===== config.mk =====
export PLATFORM = sky130hd
export DESIGN_NAME = mac_hash_filter_phy_mgmt_regs
export DESIGN_NICKNAME = d
export VERILOG_FILES = /design/src/shared/mac_filt_pkg.sv /design/src/mac_hash_filter_phy_mgmt_regs.sv /design/src/crc_hash_index.sv
export SDC_FILE = /design/constraint.sdc
export NUM_CORES = 1
export LEC_CHECK = 0
export BUFFER_PORTS_ARGS = -buffer_cell sky130_fd_sc_hd__buf_2
export CAP_MARGIN = 10
export CORE_UTILIZATION = 57
export CTS_CLUSTER_DIAMETER = 100
export DETAILED_ROUTE_END_ITERATION = 10
export GPL_TIMING_DRIVEN = 1
export MAX_ROUTING_LAYER = met4
export PLACE_DENSITY = 0.78
export SETUP_SLACK_MARGIN = 0.02
export SLEW_MARGIN = 20
export SYNTH_ARGS = -nofsm -noshare
export SYNTH_HDL_FRONTEND = slang
export SYNTH_SLANG_ARGS = --single-unit

===== constraint.sdc =====
create_clock -name i_sys_clk -period 2.2 [get_ports i_sys_clk]
set_input_delay 0.22 -clock i_sys_clk [delete_from_list [all_inputs] [get_ports i_sys_clk]]
set_output_delay 0.22 -clock i_sys_clk [all_outputs]
set_load 0.05 [all_outputs]

===== src/shared/mac_filt_pkg.sv =====
// Purpose: Shared constants and types for the group hash filter and PHY management register bank.
// Assumes: 32-bit APB data, one aligned word per register, byte address = 4 x register index.
// Notes:   Every offset, field position, reset value and hash constant is named here once.
package mac_filt_pkg;
    // ------------------------------------------------------------
    // Register indices and byte addresses
    // ------------------------------------------------------------
    localparam int ADDR_W = 8;
    localparam logic [ADDR_W-1:0] HASH_HIGH_IDX = 8'h04;
    localparam logic [ADDR_W-1:0] HASH_LOW_IDX = 8'h05;
    localparam logic [ADDR_W-1:0] MGMT_ACCESS_IDX = 8'h06;
    localparam logic [ADDR_W-1:0] MGMT_DATA_IDX = 8'h07;
    localparam logic [ADDR_W-1:0] FILTER_CTRL_IDX = 8'h10;
    localparam logic [ADDR_W-1:0] HASH_HIGH_ADDR = 8'h10;
    localparam logic [ADDR_W-1:0] HASH_LOW_ADDR = 8'h14;
    localparam logic [ADDR_W-1:0] MGMT_ACCESS_ADDR = 8'h18;
    localparam logic [ADDR_W-1:0] MGMT_DATA_ADDR = 8'h1c;
    localparam logic [ADDR_W-1:0] FILTER_CTRL_ADDR = 8'h40;

    // ------------------------------------------------------------
    // Field positions
    // ------------------------------------------------------------
    localparam int ACC_PHY_ADDR_LSB = 11;
    localparam int ACC_REG_INDEX_LSB = 6;
    localparam int ACC_DIR_BIT = 1;
    localparam int ACC_BUSY_BIT = 0;
    localparam int FIELD5_W = 5;
    localparam int MGMT_DATA_W = 16;
    localparam int CTRL_PASS_ALL_BIT = 0;

    // ------------------------------------------------------------
    // Reset values
    // ------------------------------------------------------------
    localparam logic [31:0] HASH_HIGH_RST = 32'h0000_0000;
    localparam logic [31:0] HASH_LOW_RST = 32'h0000_0000;
    localparam logic [31:0] MGMT_ACCESS_RST = 32'h0000_0000;
    localparam logic [15:0] MGMT_DATA_RST = 16'h0000;
    localparam logic FILTER_CTRL_RST = 1'b0;

    // ------------------------------------------------------------
    // Hash and address constants
    // ------------------------------------------------------------
    localparam int DA_W = 48;
    localparam int HASH_IDX_W = 6;
    localparam int GROUP_BIT = 40;          // I/G bit: LSB of the first byte on the wire
    localparam logic [31:0] CRC_POLY = 32'h04c1_1db7;
    localparam logic [31:0] CRC_INIT = 32'hffff_ffff;

    // ------------------------------------------------------------
    // Types
    // ------------------------------------------------------------
    // Management cycle request held toward the PHY register port
    typedef struct packed {
        logic [FIELD5_W-1:0] phy_addr;
        logic [FIELD5_W-1:0] reg_index;
        logic write;
        logic [MGMT_DATA_W-1:0] wdata;
    } phy_cmd_s;

    // Management engine states
    typedef enum logic {
        MGMT_IDLE,
        MGMT_BUSY
    } mgmt_state_e;
endpackage : mac_filt_pkg


===== src/mac_hash_filter_phy_mgmt_regs.sv =====
// Purpose: APB register bank holding the 64-bit group hash table and the PHY management access pair.
// Assumes: PHY register port answers every request with a one-cycle done pulse; filter inputs share the clock.
// Notes:   Zero-wait APB slave; read data is captured in the setup cycle and presented in the access cycle.
//
// Local design decision: the APB interface to the registers.
`timescale 1ns/1ps
// How it works
// - Destination address hashes into multicast table
// - Table is 64 bits, high and low words
// - Index top bit picks word, rest bit
// - Index zero is low bit 0, top high 31
// - Selected bit one accepts, zero rejects
// - Pass-all bit accepts every group frame
// - First wire byte is most significant
// - Bits 10-6 pick PHY register
// - Direction one writes PHY, zero reads
// - Busy written one starts; none otherwise
// - Busy stays set until access completes
// - Read data loaded before busy clears
// - Data register holds 16 bits 15-0
module mac_hash_filter_phy_mgmt_regs
    import mac_filt_pkg::*;
(
    input wire logic i_sys_clk,
    input wire logic i_nrst,
    // APB slave
    input wire logic i_psel,
    input wire logic i_penable,
    input wire logic i_pwrite,
    input wire logic [mac_filt_pkg::ADDR_W-1:0] i_paddr,
    input wire logic [31:0] i_pwdata,
    input wire logic [3:0] i_pstrb,
    output logic [31:0] o_prdata,
    output logic o_pready,
    output logic o_pslverr,
    // Receive filter
    input wire logic i_da_valid,
    input wire logic [mac_filt_pkg::DA_W-1:0] i_da,
    output logic o_filter_done,
    output logic o_filter_group,
    output logic o_filter_accept,
    // PHY register port
    output logic o_phy_req,
    output mac_filt_pkg::phy_cmd_s o_phy_cmd,
    input wire logic i_phy_done,
    input wire logic [mac_filt_pkg::MGMT_DATA_W-1:0] i_phy_rdata
);
    import mac_filt_pkg::*;

    // ------------------------------------------------------------
    // State
    // ------------------------------------------------------------
    logic [31:0] hash_high_ff; // Upper table word
    logic [31:0] hash_low_ff; // Lower table word
    logic pass_all_ff; // pass_all_group_frames
    logic [FIELD5_W-1:0] acc_phy_addr_ff; // Stored as written
    logic [FIELD5_W-1:0] acc_reg_ff; // phy_reg_index
    logic acc_dir_ff; // phy_access_direction
    logic [MGMT_DATA_W-1:0] mgmt_data_ff; // Write source or read result
    mgmt_state_e state_ff; // Busy flag lives here
    logic [31:0] prdata_ff;
    logic pslverr_ff;
    logic filter_done_ff;
    logic filter_group_ff;
    logic filter_accept_ff;
    phy_cmd_s phy_cmd_ff;

    // ------------------------------------------------------------
    // APB decode
    // ------------------------------------------------------------
    wire setup_ph = i_psel & ~i_penable; // Read data captured here
    wire access_ph = i_psel & i_penable; // Write commits here
    wire do_write = access_ph & i_pwrite;
    wire hit_high = (i_paddr == HASH_HIGH_ADDR);
    wire hit_low = (i_paddr == HASH_LOW_ADDR);
    wire hit_acc = (i_paddr == MGMT_ACCESS_ADDR);
    wire hit_data = (i_paddr == MGMT_DATA_ADDR);
    wire hit_ctrl = (i_paddr == FILTER_CTRL_ADDR);
    wire hit_any = hit_high | hit_low | hit_acc | hit_data | hit_ctrl;
    wire phy_busy = (state_ff == MGMT_BUSY); // phy_access_busy
    // Strobe-merged write image, applied per register
    wire [31:0] strb_mask = {{8{i_pstrb[3]}}, {8{i_pstrb[2]}}, {8{i_pstrb[1]}}, {8{i_pstrb[0]}}};
    wire [31:0] wr_high = (hash_high_ff & ~strb_mask) | (i_pwdata & strb_mask);
    wire [31:0] wr_low = (hash_low_ff & ~strb_mask) | (i_pwdata & strb_mask);
    wire [31:0] acc_image = {16'h0000, acc_phy_addr_ff, acc_reg_ff, 4'h0, acc_dir_ff, phy_busy};
    wire [31:0] wr_acc = (acc_image & ~strb_mask) | (i_pwdata & strb_mask);
    wire [31:0] data_image = {16'h0000, mgmt_data_ff};
    wire [31:0] wr_data = (data_image & ~strb_mask) | (i_pwdata & strb_mask);
    // Access and data writes are dropped while a cycle runs, so the request never changes under the PHY
    wire acc_write = do_write & hit_acc & ~phy_busy;
    wire data_write = do_write & hit_data & ~phy_busy;
    wire start_cycle = acc_write & wr_acc[ACC_BUSY_BIT];
    wire cycle_end = phy_busy & i_phy_done;

    // Read mux; reserved positions are zero in the images
    wire [31:0] rd_value = hit_high ? hash_high_ff :
                           hit_low ? hash_low_ff :
                           hit_acc ? acc_image :
                           hit_data ? data_image :
                           hit_ctrl ? {31'h0000_0000, pass_all_ff} : 32'h0000_0000;

    // Zero-wait slave
    assign o_pready = 1'b1;
    assign o_prdata = prdata_ff;
    assign o_pslverr = pslverr_ff;

    // Capture read data and error in the setup cycle
    always_ff @(posedge i_sys_clk or negedge i_nrst) begin
        if (!i_nrst) begin
            prdata_ff <= 32'h0000_0000;
            pslverr_ff <= 1'b0;
        end else if (setup_ph) begin
            prdata_ff <= i_pwrite ? 32'h0000_0000 : rd_value;
            pslverr_ff <= ~hit_any;
        end
    end

    // ------------------------------------------------------------
    // Hash table and filter control
    // ------------------------------------------------------------
    // Table words and pass-all bit
    always_ff @(posedge i_sys_clk or negedge i_nrst) begin
        if (!i_nrst) begin
            hash_high_ff <= HASH_HIGH_RST;
            hash_low_ff <= HASH_LOW_RST;
            pass_all_ff <= FILTER_CTRL_RST;
        end else begin
            if (do_write & hit_high) begin
                hash_high_ff <= wr_high;
            end
            if (do_write & hit_low) begin
                hash_low_ff <= wr_low;
            end
            if (do_write & hit_ctrl & i_pstrb[0]) begin
                pass_all_ff <= i_pwdata[CTRL_PASS_ALL_BIT];
            end
        end
    end

    // ------------------------------------------------------------
    // Group frame filter
    // ------------------------------------------------------------
    logic [HASH_IDX_W-1:0] hash_idx; // Index of the offered address

    crc_hash_index #(
        .IDX_W(HASH_IDX_W)
    ) u_hash (
        .i_da(i_da),
        .o_index(hash_idx)
    );

    // Top index bit picks the word, low five bits the bit in it
    wire [31:0] sel_word = hash_idx[HASH_IDX_W-1] ? hash_high_ff : hash_low_ff;
    wire table_bit = sel_word[hash_idx[HASH_IDX_W-2:0]];
    wire is_group = i_da[GROUP_BIT];
    wire nxt_accept = is_group & (pass_all_ff | table_bit);

    // One-cycle verdict after each offered address
    always_ff @(posedge i_sys_clk or negedge i_nrst) begin
        if (!i_nrst) begin
            filter_done_ff <= 1'b0;
            filter_group_ff <= 1'b0;
            filter_accept_ff <= 1'b0;
        end else begin
            filter_done_ff <= i_da_valid;
            if (i_da_valid) begin
                filter_group_ff <= is_group;
                filter_accept_ff <= nxt_accept;
            end
        end
    end

    assign o_filter_done = filter_done_ff;
    assign o_filter_group = filter_group_ff;
    assign o_filter_accept = filter_accept_ff;

    // ------------------------------------------------------------
    // PHY management engine
    // ------------------------------------------------------------
    // Access fields; loaded when idle writes land, frozen while busy
    always_ff @(posedge i_sys_clk or negedge i_nrst) begin
        if (!i_nrst) begin
            acc_phy_addr_ff <= MGMT_ACCESS_RST[ACC_PHY_ADDR_LSB +: FIELD5_W];
            acc_reg_ff <= MGMT_ACCESS_RST[ACC_REG_INDEX_LSB +: FIELD5_W];
            acc_dir_ff <= MGMT_ACCESS_RST[ACC_DIR_BIT];
        end else if (acc_write) begin
            acc_phy_addr_ff <= wr_acc[ACC_PHY_ADDR_LSB +: FIELD5_W];
            acc_reg_ff <= wr_acc[ACC_REG_INDEX_LSB +: FIELD5_W];
            acc_dir_ff <= wr_acc[ACC_DIR_BIT];
        end
    end

    // Busy flag: set only by software, cleared only by completion
    always_ff @(posedge i_sys_clk or negedge i_nrst) begin
        if (!i_nrst) begin
            state_ff <= MGMT_IDLE;
        end else begin
            unique case (state_ff)
                MGMT_IDLE: begin
                    if (start_cycle) begin
                        state_ff <= MGMT_BUSY;
                    end
                end
                MGMT_BUSY: begin
                    if (i_phy_done) begin
                        state_ff <= MGMT_IDLE;
                    end
                end
            endcase
        end
    end

    // Data register: software while idle, PHY read result at completion
    always_ff @(posedge i_sys_clk or negedge i_nrst) begin
        if (!i_nrst) begin
            mgmt_data_ff <= MGMT_DATA_RST;
        end else if (cycle_end & ~phy_cmd_ff.write) begin
            mgmt_data_ff <= i_phy_rdata;
        end else if (data_write) begin
            mgmt_data_ff <= wr_data[MGMT_DATA_W-1:0];
        end
    end

    // Request image latched at start so it stays steady for the whole cycle
    always_ff @(posedge i_sys_clk or negedge i_nrst) begin
        if (!i_nrst) begin
            phy_cmd_ff <= '0;
        end else if (start_cycle) begin
            phy_cmd_ff.phy_addr <= wr_acc[ACC_PHY_ADDR_LSB +: FIELD5_W];
            phy_cmd_ff.reg_index <= wr_acc[ACC_REG_INDEX_LSB +: FIELD5_W];
            phy_cmd_ff.write <= wr_acc[ACC_DIR_BIT];
            phy_cmd_ff.wdata <= mgmt_data_ff;
        end
    end

    assign o_phy_req = phy_busy;
    assign o_phy_cmd = phy_cmd_ff;
endmodule : mac_hash_filter_phy_mgmt_regs


===== src/crc_hash_index.sv =====
// Purpose: Derives the six-bit multicast table index from a destination address.
// Assumes: Address byte [47:40] is the first byte on the wire; bits go LSB first.
// Notes:   Purely combinational; the caller registers the result.
`timescale 1ns/1ps
module crc_hash_index
    import mac_filt_pkg::*;
#(
    parameter int IDX_W = mac_filt_pkg::HASH_IDX_W
) (
    input wire logic [mac_filt_pkg::DA_W-1:0] i_da,
    output logic [IDX_W-1:0] o_index
);
    import mac_filt_pkg::*;

    // ------------------------------------------------------------
    // CRC over the address in wire order
    // ------------------------------------------------------------
    // Serial CRC unrolled by the loop; 48 steps is small enough for one cycle at 100 MHz
    function automatic logic [31:0] crc_of(input logic [DA_W-1:0] da);
        logic [31:0] crc;
        logic fb;
        crc = CRC_INIT;
        for (int b = 0; b < DA_W / 8; b++) begin
            for (int k = 0; k < 8; k++) begin
                // Leftmost byte is most significant and goes first; LSB of each byte first
                fb = crc[31] ^ da[DA_W - 8 - 8 * b + k];
                crc = {crc[30:0], 1'b0} ^ (fb ? CRC_POLY : 32'h0000_0000);
            end
        end
        return crc;
    endfunction : crc_of

    logic [31:0] crc_value; // CRC register after the last address bit

    // Top CRC bits form the index
    always_comb begin
        crc_value = crc_of(i_da);
        o_index = crc_value[31 -: IDX_W];
    end
endmodule : crc_hash_index


Word level (Yosys, flattened, before mapping)
Cells that the tools add are included.
- bits in registers: 156
- output and inout bits: 65
- input bits: 115
- logic and storage cells: 215
- reduce and logical (&&, ||, !) cells: 1
- eq/ne operators: 5
- bitwise operators: 129
- mux-type cells: 62
- order comparisons: 1
- operators with widths (kind ; number):
    $xor 32x32->32 ; 47
    $mux 27 ; 48
    $mux 32 ; 4
    $and 32x32->32 ; 3
    $mux 16 ; 4
    $or 32x32->32 ; 2
    $xor 1x1->1 ; 47
    $and 16x16->16 ; 2
    $eq 8x5->1 const B ; 4
    $not 32->32 ; 1
    $or 16x16->16 ; 2
    $not 31->31 ; 1
    $and 1x1->1 ; 15
    $eq 8x7->1 const B ; 1
    $lt 5x6->1 const B ; 1
    $bmux 1 s5 ; 1
    $or 1x1->1 ; 5
    $mux 1 ; 4
    $not 1->1 ; 4
    $pmux 1 s2 ; 1
    $reduce_bool 2->1 ; 1

Depth between registers and ports, before layout
Gate-level depths: netlist (run 1).
- depth in word-level cells: 148
- depth in mapped cells: 15

Modules after synthesis
A second synthesis (run 1) with hierarchy kept.
- cell total of the unflattened synthesis: 774
- area total of the unflattened synthesis: 9511.6 µm²
- by module, submodules not included (module ; sequential area each (µm²) ; instances ; area an instance (µm²) ; cells an instance):
    mac_hash_filter_phy_mgmt_regs ; 3903.7 ; 1 ; 7272.0 ; 581
    crc_hash_index ; 0.0 ; 1 ; 2239.6 ; 193

Worst setup path before layout (run 1)
Ideal clock, no wire load.
- kind: input -> register
- start: in i_da[43] (netlist bit)
- end: reg filter_accept_ff, in the netlist o_filter_accept
- buffers on the path: 2
- stages on the path: 15
- library setup time: 0.145 ns
- slack: -2.690 ns
- data required time: 2.055 ns
- arrival: 4.745 ns
- path through: buf_6 > xor3_2 > xor3_2 > xor3_2 > xnor3_1 > xnor2_2 > xnor3_1 > xnor3_2 > xnor2_2 > buf_2 > mux4_1 > a22oi_1 > a21oi_1 > o311ai_1 > o221ai_1
- word-level cells in the longest chain between the ends: 65
- ends and longest elaborated chain (item ; line ; text):
    from (decl) ; mac_hash_filter_phy_mgmt_regs.sv:38 ; input wire logic [mac_filt_pkg::DA_W-1:0] i_da,
    $xor 1x1->1 (*) ; crc_hash_index.sv:26 ; fb = crc[31] ^ da[DA_W - 8 - 8 * b + k];
    $mux 27 (*) ; crc_hash_index.sv:27 ; crc = {crc[30:0], 1'b0} ^ (fb ? CRC_POLY : 32'h0000_0000);
    $xor 32x32->32 (*) (6 in a row) ; crc_hash_index.sv:27 ;
    $xor 1x1->1 ; crc_hash_index.sv:26 ;
    $mux 27 ; crc_hash_index.sv:27 ;
    $xor 32x32->32 (*) (6 in a row) ; crc_hash_index.sv:27 ;
    $xor 1x1->1 ; crc_hash_index.sv:26 ;
    $mux 27 ; crc_hash_index.sv:27 ;
    [32 not listed] ; -- ;
    $xor 32x32->32 (*) (6 in a row) ; crc_hash_index.sv:27 ;
    $xor 1x1->1 ; crc_hash_index.sv:26 ;
    $mux 27 ; crc_hash_index.sv:27 ;
    $xor 32x32->32 (*) (3 in a row) ; crc_hash_index.sv:27 ;
    $bmux 1 s5 (*) ; mac_hash_filter_phy_mgmt_regs.sv:154 ; wire table_bit = sel_word[hash_idx[HASH_IDX_W-2:0]];
    $mux 1 (implied by the code) (*) ; mac_hash_filter_phy_mgmt_regs.sv:154 ;
    $or 1x1->1 (*) ; mac_hash_filter_phy_mgmt_regs.sv:156 ; wire nxt_accept = is_group & (pass_all_ff | table_bit);
    $and 1x1->1 (*) ; mac_hash_filter_phy_mgmt_regs.sv:156 ;
    to (signal assigned) ; mac_hash_filter_phy_mgmt_regs.sv:168 ; filter_accept_ff <= nxt_accept;
    to (decl) ; mac_hash_filter_phy_mgmt_regs.sv:65 ; logic filter_accept_ff;
Mark *: on every way between the ends. The rest lies on a longest branch, timed or not. The select of a mux whose other input is x is not followed.
A chain may end at the register's enable or synchronous reset.

Worst setup path in the final report (run 1)
- start: in i_da[37] (netlist bit)
- end: reg filter_accept_ff, in the netlist o_filter_accept
- word-level cells in the longest chain between the ends: 51
- ends and longest elaborated chain (item ; line):
    $xor 1x1->1 (*) ; crc_hash_index.sv:26
    $mux 27 (*) ; crc_hash_index.sv:27
    $xor 32x32->32 (*) (6 in a row) ; crc_hash_index.sv:27
    $xor 1x1->1 or $xor 32x32->32 (tied branches) ; crc_hash_index.sv:26, crc_hash_index.sv:27
    $mux 27 or $xor 32x32->32 (tied branches) ; crc_hash_index.sv:27
    $xor 32x32->32 (*) (6 in a row) ; crc_hash_index.sv:27
    $xor 1x1->1 or $xor 32x32->32 (tied branches) ; crc_hash_index.sv:26, crc_hash_index.sv:27
    $mux 27 or $xor 32x32->32 (tied branches) ; crc_hash_index.sv:27
    [16 not listed] ; --
    $xor 32x32->32 (*) (6 in a row) ; crc_hash_index.sv:27
    $xor 1x1->1 or $xor 32x32->32 (tied branches) ; crc_hash_index.sv:26, crc_hash_index.sv:27
    $mux 27 or $xor 32x32->32 (tied branches) ; crc_hash_index.sv:27
    $xor 32x32->32 (*) (5 in a row) ; crc_hash_index.sv:27
    $bmux 1 s5 (*) ; mac_hash_filter_phy_mgmt_regs.sv:154
    $mux 1 (implied by the code) (*) ; mac_hash_filter_phy_mgmt_regs.sv:154
    $or 1x1->1 (*) ; mac_hash_filter_phy_mgmt_regs.sv:156
    $and 1x1->1 (*) ; mac_hash_filter_phy_mgmt_regs.sv:156
Marks and branches as above.

==> results by group, run 1 <==
Timing
  • Worst slew pin tran: 615.5 ps
  • Slew headroom: 58.97%
  • Final Skew: 9.978 ps
  • Hold slack: 36.65 ps
  • Slew Limit Fails: 0
  • RSZ-0062 raised after global routing: yes
  • Finish-stage setup viols: 1
  • Max Fclk: 0.2312 GHz
  • Worst setup margin: -2126 ps
  • Tmin final: 4326 ps
  • Final worst-path cycle share: 196.6%
  • Final hold violation count: 0

Clocking
  • CTS Buf Count: 17
  • Worst-path clk slew: 60 ps
  • Clock buffer depth: 2
  • # H-tree levels: 4
  • Worst skew pair latency: 430 ps
  • Clock root cell: clkbuf_16
  • CTS Sinks: 156
  • CTS tree: yes

Synthesis
  • Post-synthesis xor/xnor area fraction: 27.74%
  • Syn avg cell area: 12.55 um2
  • Synthesized area: 10070 um2
  • Post-Syn Instances: 803
  • Ys Warns: 0
  • Simple-gate area share of the yosys netlist: 5.638%
  • Synth top area cells: dfrtp_1 39%, mux2_2 11%, xnor3_1 8.0%
  • Synthesized Nets: 918
  • Top_reg_cell synth: dfrtp_1
  • Adder-Cell Fraction of Synth Area: 0%
  • Yosys top cell area share: 38.75%
  • Most area-hungry cell type in the Yosys netlist: dfrtp_1
  • Largest family of logic cells by synthesized area: XOR/XNOR gates
  • Synth Register Bits: 156
  • Ys async rst share: 100.0%
  • Mux cell area share after synthesis: 16.51%
  • Post-synthesis sequential area ratio: 38.75%
  • EDFF count, synth: 0
  • Compound-Gate Fraction of Synth Area: 8.843%
  • Distinct cell type count after synthesis: 50

Die
  • IO Pins: 180
  • DIE HEIGHT: 134.9 um
  • Initial Utilization: 58.25%
  • Die extent in x: 134.9 um
  • Num rows: 48
  • Die area: 18210 um2
  • Core Region: 17300 um2

Setup path
  • CP bufs+invs: 3
  • Crit path kind: in -> reg
  • CP Capture Type: flop
  • WP data arrival: 4620 ps
  • Crit Path Max Fanout: 4
  • CP Launch Type: input pin
  • CP Cell Sequence: clkbuf_4, xnor2_4, buf_4, xor3_2, xor3_2, xnor3_2, xnor2_2, xnor3_1, xnor3_2, xnor2_4, buf_12, mux4_2, a22oi_2, a211oi_2, o311ai_1, o221ai_1
  • Slowest CP cell: mux4_2
  • CP required: 2490 ps
  • CP max stage delay: 520 ps
  • Largest delay contributor family on the critical path: XOR/XNOR gates
  • R2r setup slk: 420 ps

Drt
  • Detailed Routing Iterations Pass 1: 5
  • Top layer reached by signal wires: met4
  • ANT nets after route: 0
  • Final WL: 28160 um
  • DR vias/cell: 5.725
  • DR WL met3: 1563 um
  • Routed length per instance: 20.86 um
  • M1 WL: 11640 um
  • Wire length on met2: 14360 um
  • Via count: 7729
  • DRT iter0 DRCs: 520
  • DRC viols: 0

Cells and area
  • Layout Nets: 1226
  • Area growth, synth to finish: 30.59%
  • Share of cells above drive strength 1: 48.58%

Status
  • Outcome: finished with violations
  • Failing checks: negative setup slack

Placement
  • Gpl congestion: 0.9095
  • I/O Buffers: 176
  • Hpwl dp: 20300 um
  • Dpl ws: -2615 ps

GRT
  • First-pass GRT wire length: 42720 um
  • Initial antenna violation count: 1
  • Largest net degree at the start of global routing: 65
  • Vias in the first global route: 7959
  • Gr ovfl total: 0
  • GRT Resource Usage Total: 32.27%

Run
  • Max Cap Viol: 0

Worst hold path
  • Worst hold path type: in -> reg
[cell type report]
cell class,count,area [um2]
clock buffer,19,452.9
fill,1117,4140
tap,225,281.5
antenna,1,2.502
inverter,3,11.26
sequential,156,3904
clock inverter,13,130.1
timing repair buffer,338,2231
multi-input combinational,595,6143
[cells by family (layout without fill, tap and decap cells)]
logic type / count (synthesis) / count (layout)
AOI/OAI and AO/OA: 147 / 147
xor gates and xnor gates: 189 / 189
buffers and inverters: 52 / 373
DFF: 156 / 156
muxes: 134 / 134
other: 1 / 2
and+or+nand+nor: 124 / 124
[timing repair]
action	4_1_cts	5_1_grt
endpoints found under the setup margin	1	1
gates resized for setup	13	31
setup buffers	6	8
pin swaps	12	22
endpoints found under the hold margin	64	0
hold buffers	3	0
[synthesized netlist by cell type (4+ instances only)]
library cell,n
mux4_1,12
mux2i_1,24
xor2_1,27
mux2_2,96
o221ai_1,11
xor3_1,7
and3_1,18
xnor3_1,36
nand3_1,11
xnor2_2,10
o31ai_1,4
a211oi_1,6
dfrtp_1,156
clkbuf_1,32
o21ai_0,64
a21oi_1,30
xnor2_1,79
nor2_1,12
buf_2,5
a22oi_1,25
nand2_1,68
xnor3_2,18
buf_1,4
buf_6,5
xnor2_4,5
or2_2,4
[cell usage in the layout, fill, tap and decap left out, types with 3 or more instances in the layout]
cell / instances
a211oi_1: 5
a21oi_1: 30
a22oi_1: 20
a22oi_2: 5
and3_1: 18
buf_12: 7
buf_2: 171
buf_4: 148
buf_6: 7
clkbuf_16: 17
clkinv_4: 3
clkinvlp_4: 3
dfrtp_1: 156
dlygate4sd3_1: 3
inv_1: 3
inv_6: 4
mux2_2: 96
mux2i_1: 24
mux4_1: 4
mux4_2: 8
nand2_1: 68
nand3_1: 11
nor2_1: 12
o21ai_0: 64
o221ai_1: 11
o31ai_1: 4
or2_2: 4
xnor2_1: 68
xnor2_2: 15
xnor2_4: 11
xnor3_1: 32
xnor3_2: 22
xor2_1: 22
xor2_2: 5
xor3_1: 7
xor3_2: 3
[metrics by stage]
stage / std cells / utilization, % / TNS [ps] / area [um2]
after floorplan: 803 / - / -2199 / 10150
after global placement: 1300 / 70.74 / -2467 / 12240
after detailed placement: 1300 / 70.74 / -2615 / 12240
after CTS: 1341 / 75.19 / -2049 / 13010
after global routing: 1350 / 76.06 / -2244 / 13160
final: 1350 / 76.06 / -2126 / 13160
[routing by layer]
| layer | vias up | track usage [%] |
|---|---|---|
| met5 | - | - |
| met4 | 0 | 8.989 |
| met3 | 53 | 4.692 |
| met2 | 336 | 54.98 |
| met1 | 3836 | 40.28 |
| li1 | 3504 | - |
[final timing paths]
check | to | depth (start not counted) | start
hold / removal | flop | 2 | i_pwdata[21]
min in group asynchronous | o_phy_cmd[15] | 2 | i_nrst
setup reg to reg | o_filter_accept | 5 | flop
setup / recovery | o_filter_accept | 16 | i_da[37]
max in group asynchronous | o_prdata[26] | 3 | i_nrst
hold reg to reg | o_prdata[22] | 2 | o_prdata[22]
Power of run 1 is not shown: default switching activity piles up to over one toggle a cycle in this logic, so the estimate is an artifact.
==> inputs of run 2 (changes only) <==
==> constraint.sdc (replaced) <==
create_clock -name i_sys_clk -period 2.2 [get_ports i_sys_clk]
set_input_delay 0 -clock i_sys_clk [delete_from_list [all_inputs] [get_ports i_sys_clk]]
set_output_delay 0 -clock i_sys_clk [all_outputs]
set_load 0.05 [all_outputs]
==> results by group, run 2 (same netlist as run 1, synthesis figures left out) <==
Timing
  • Max Fclk: 0.2504 GHz (+8.3%)
  • Worst setup margin: -1794 ps (+331.6 ps)
  • Tmin final: 3994 ps (-331.6 ps)
  • Final hold violation count: 0 (unchanged)
  • Final worst-path cycle share: 181.6% (-15 points)
  • Worst slew pin tran: 541.5 ps (-73.98 ps)
  • Finish-stage setup viols: 1 (unchanged)
  • RSZ-0062 raised after global routing: yes
  • Final Skew: 7.640 ps (-2.338 ps)
  • Slew headroom: 63.90% (+4.9 points)
  • Slew Limit Fails: 0 (unchanged)

Placement
  • Gpl congestion: 0.9146 (+0.56%)
  • Dpl ws: -2347 ps (+267.6 ps)
  • Hpwl dp: 20080 um (-1.1%)
  • I/O Buffers: 176 (unchanged)

Setup path
  • WP data arrival: 4270 ps (-350 ps)
  • CP Launch Type: input pin
  • Crit Path Max Fanout: 8 (+4)
  • CP required: 2480 ps (about the same)
  • Crit path kind: in -> reg
  • CP Capture Type: flop

Cells and area
  • Commonest non-fill, non-tap cell in the layout: buf_2
  • Area growth, synth to finish: 33.12%
  • Most frequent cells in the layout: 174 x buf_2, 156 x dfrtp_1, 133 x buf_4, 96 x mux2_2, 71 x xnor2_1
  • # diodes: 0 (-1)
  • Share of cells above drive strength 1: 43.84% (-4.7 points)
  • Layout Nets: 1256 (+2.4%)

GRT
  • Gr ovfl total: 0 (unchanged)
  • First-pass GRT wire length: 43260 um (+1.3%)
  • Largest net degree at the start of global routing: 63 (-3.1%)
  • Initial antenna violation count: 0 (-1)
  • GRT Resource Usage Total: 32.77% (+0.50 points)
  • Vias in the first global route: 8001 (+0.53%)

Die
  • IO Pins: 180 (unchanged)
  • DIE HEIGHT: 134.9 um (unchanged)
  • Core Region: 17300 um2 (unchanged)
  • Num rows: 48 (unchanged)
  • Die extent in x: 134.9 um (unchanged)
  • Die area: 18210 um2 (unchanged)
  • Initial Utilization: 58.25% (unchanged)

Drt
  • DRC viols: 0 (unchanged)
  • Via count: 7943 (+2.8%)
  • Final WL: 27730 um (-1.5%)
  • ANT nets after route: 0 (unchanged)
  • DRT iter0 DRCs: 618 (+19%)
  • DR vias/cell: 5.768 (+0.75%)
  • Detailed Routing Iterations Pass 1: 5 (unchanged)
  • Routed length per instance: 20.14 um (-3.4%)

Clocking
  • Clock buffer depth: 2 (unchanged)
  • CTS Buf Count: 17 (unchanged)
  • Worst skew pair latency: 420 ps (about the same)
  • Clock root cell: clkbuf_16
  • Worst-path clk slew: 60 ps (about the same)
  • # H-tree levels: 4 (unchanged)
  • CTS tree: yes
  • CTS Sinks: 156 (unchanged)

Worst hold path
  • Worst hold path type: in -> async

Status
  • Failing checks: negative setup slack
  • Outcome: finished with violations

Run
  • Max Cap Viol: 0 (unchanged)
run 2: per-layer routing:
metal | vias to the layer above | global-route usage [%] | share of wire [%]
met5 | - | - | 0
met4 | 0 | 10.42 | 2.8
met3 | 68 | 5.518 | 6.1
met2 | 340 | 53.01 | 49
met1 | 3969 | 42.37 | 42
li1 | 3566 | - | -
run 2: cell type report:
| class | instances | area, um2 |
|---|---|---|
| inverters | 3 | 11.26 |
| clock buffers | 21 | 450.4 |
| flip-flops and latches | 156 | 3904 |
| repair buffers | 368 | 2544 |
| well taps | 225 | 281.5 |
| clock inverters | 9 | 138.9 |
| fillers | 1057 | 3885 |
| multi-input cells | 595 | 6082 |
run 2: worst paths after layout:
| path | start | end | slack (ps) | cells after the start |
|---|---|---|---|---|
| max | i_da[44] | o_filter_accept | -1790 | 16 |
| min | i_nrst | o_phy_cmd[21] | 80 | 2 |
| max reg2reg | flop | o_filter_accept | 340 | 5 |
| min reg2reg | o_prdata[28] | o_prdata[28] | 470 | 2 |
| max in group asynchronous | i_nrst | asynchronous set/reset pin | 1400 | 3 |
| min in group i_sys_clk | i_paddr[2] | flop | 80 | 4 |
run 2: worst max-delay path: stages:
cell	delay, ps
buf_2	170
xnor2_4	240
xnor3_1	380
xnor3_2	490
xor2_1	170
xnor3_2	490
xnor2_2	160
xnor3_2	430
xnor2_4	210
buf_12	150
buf_4	120
mux4_1	580
a22oi_1	180
a21oi_1	90
o311ai_1	240
o221ai_1	170
run 2: per-stage QoR:
stage | hold WS (ps) | instances | area, um2 | utilization (%) | setup TNS, ps
6_report | 77.41 | 1377 | 13410 | 77.54 | -1794
5_1_grt | 65.48 | 1377 | 13410 | 77.54 | -1955
4_1_cts | 48.54 | 1377 | 13390 | 77.42 | -1771
3_5_place_dp | -7.745 | 1291 | 12170 | 70.35 | -2347
3_3_place_gp | -14.81 | 1291 | 12170 | 70.35 | -2273
2_1_floorplan | -295.6 | 803 | 10150 | - | -1979
run 2: timing repair:
item / 4_1_cts / 5_1_grt
endpoints found under the hold margin: 164 / 0
pin swaps: 6 / 1
gates resized for setup: 11 / 5
setup endpoints to repair: 1 / 1
hold buffers: 52 / 0
buffers inserted: 4 / 0
Power of run 2 is left out for the same reason.
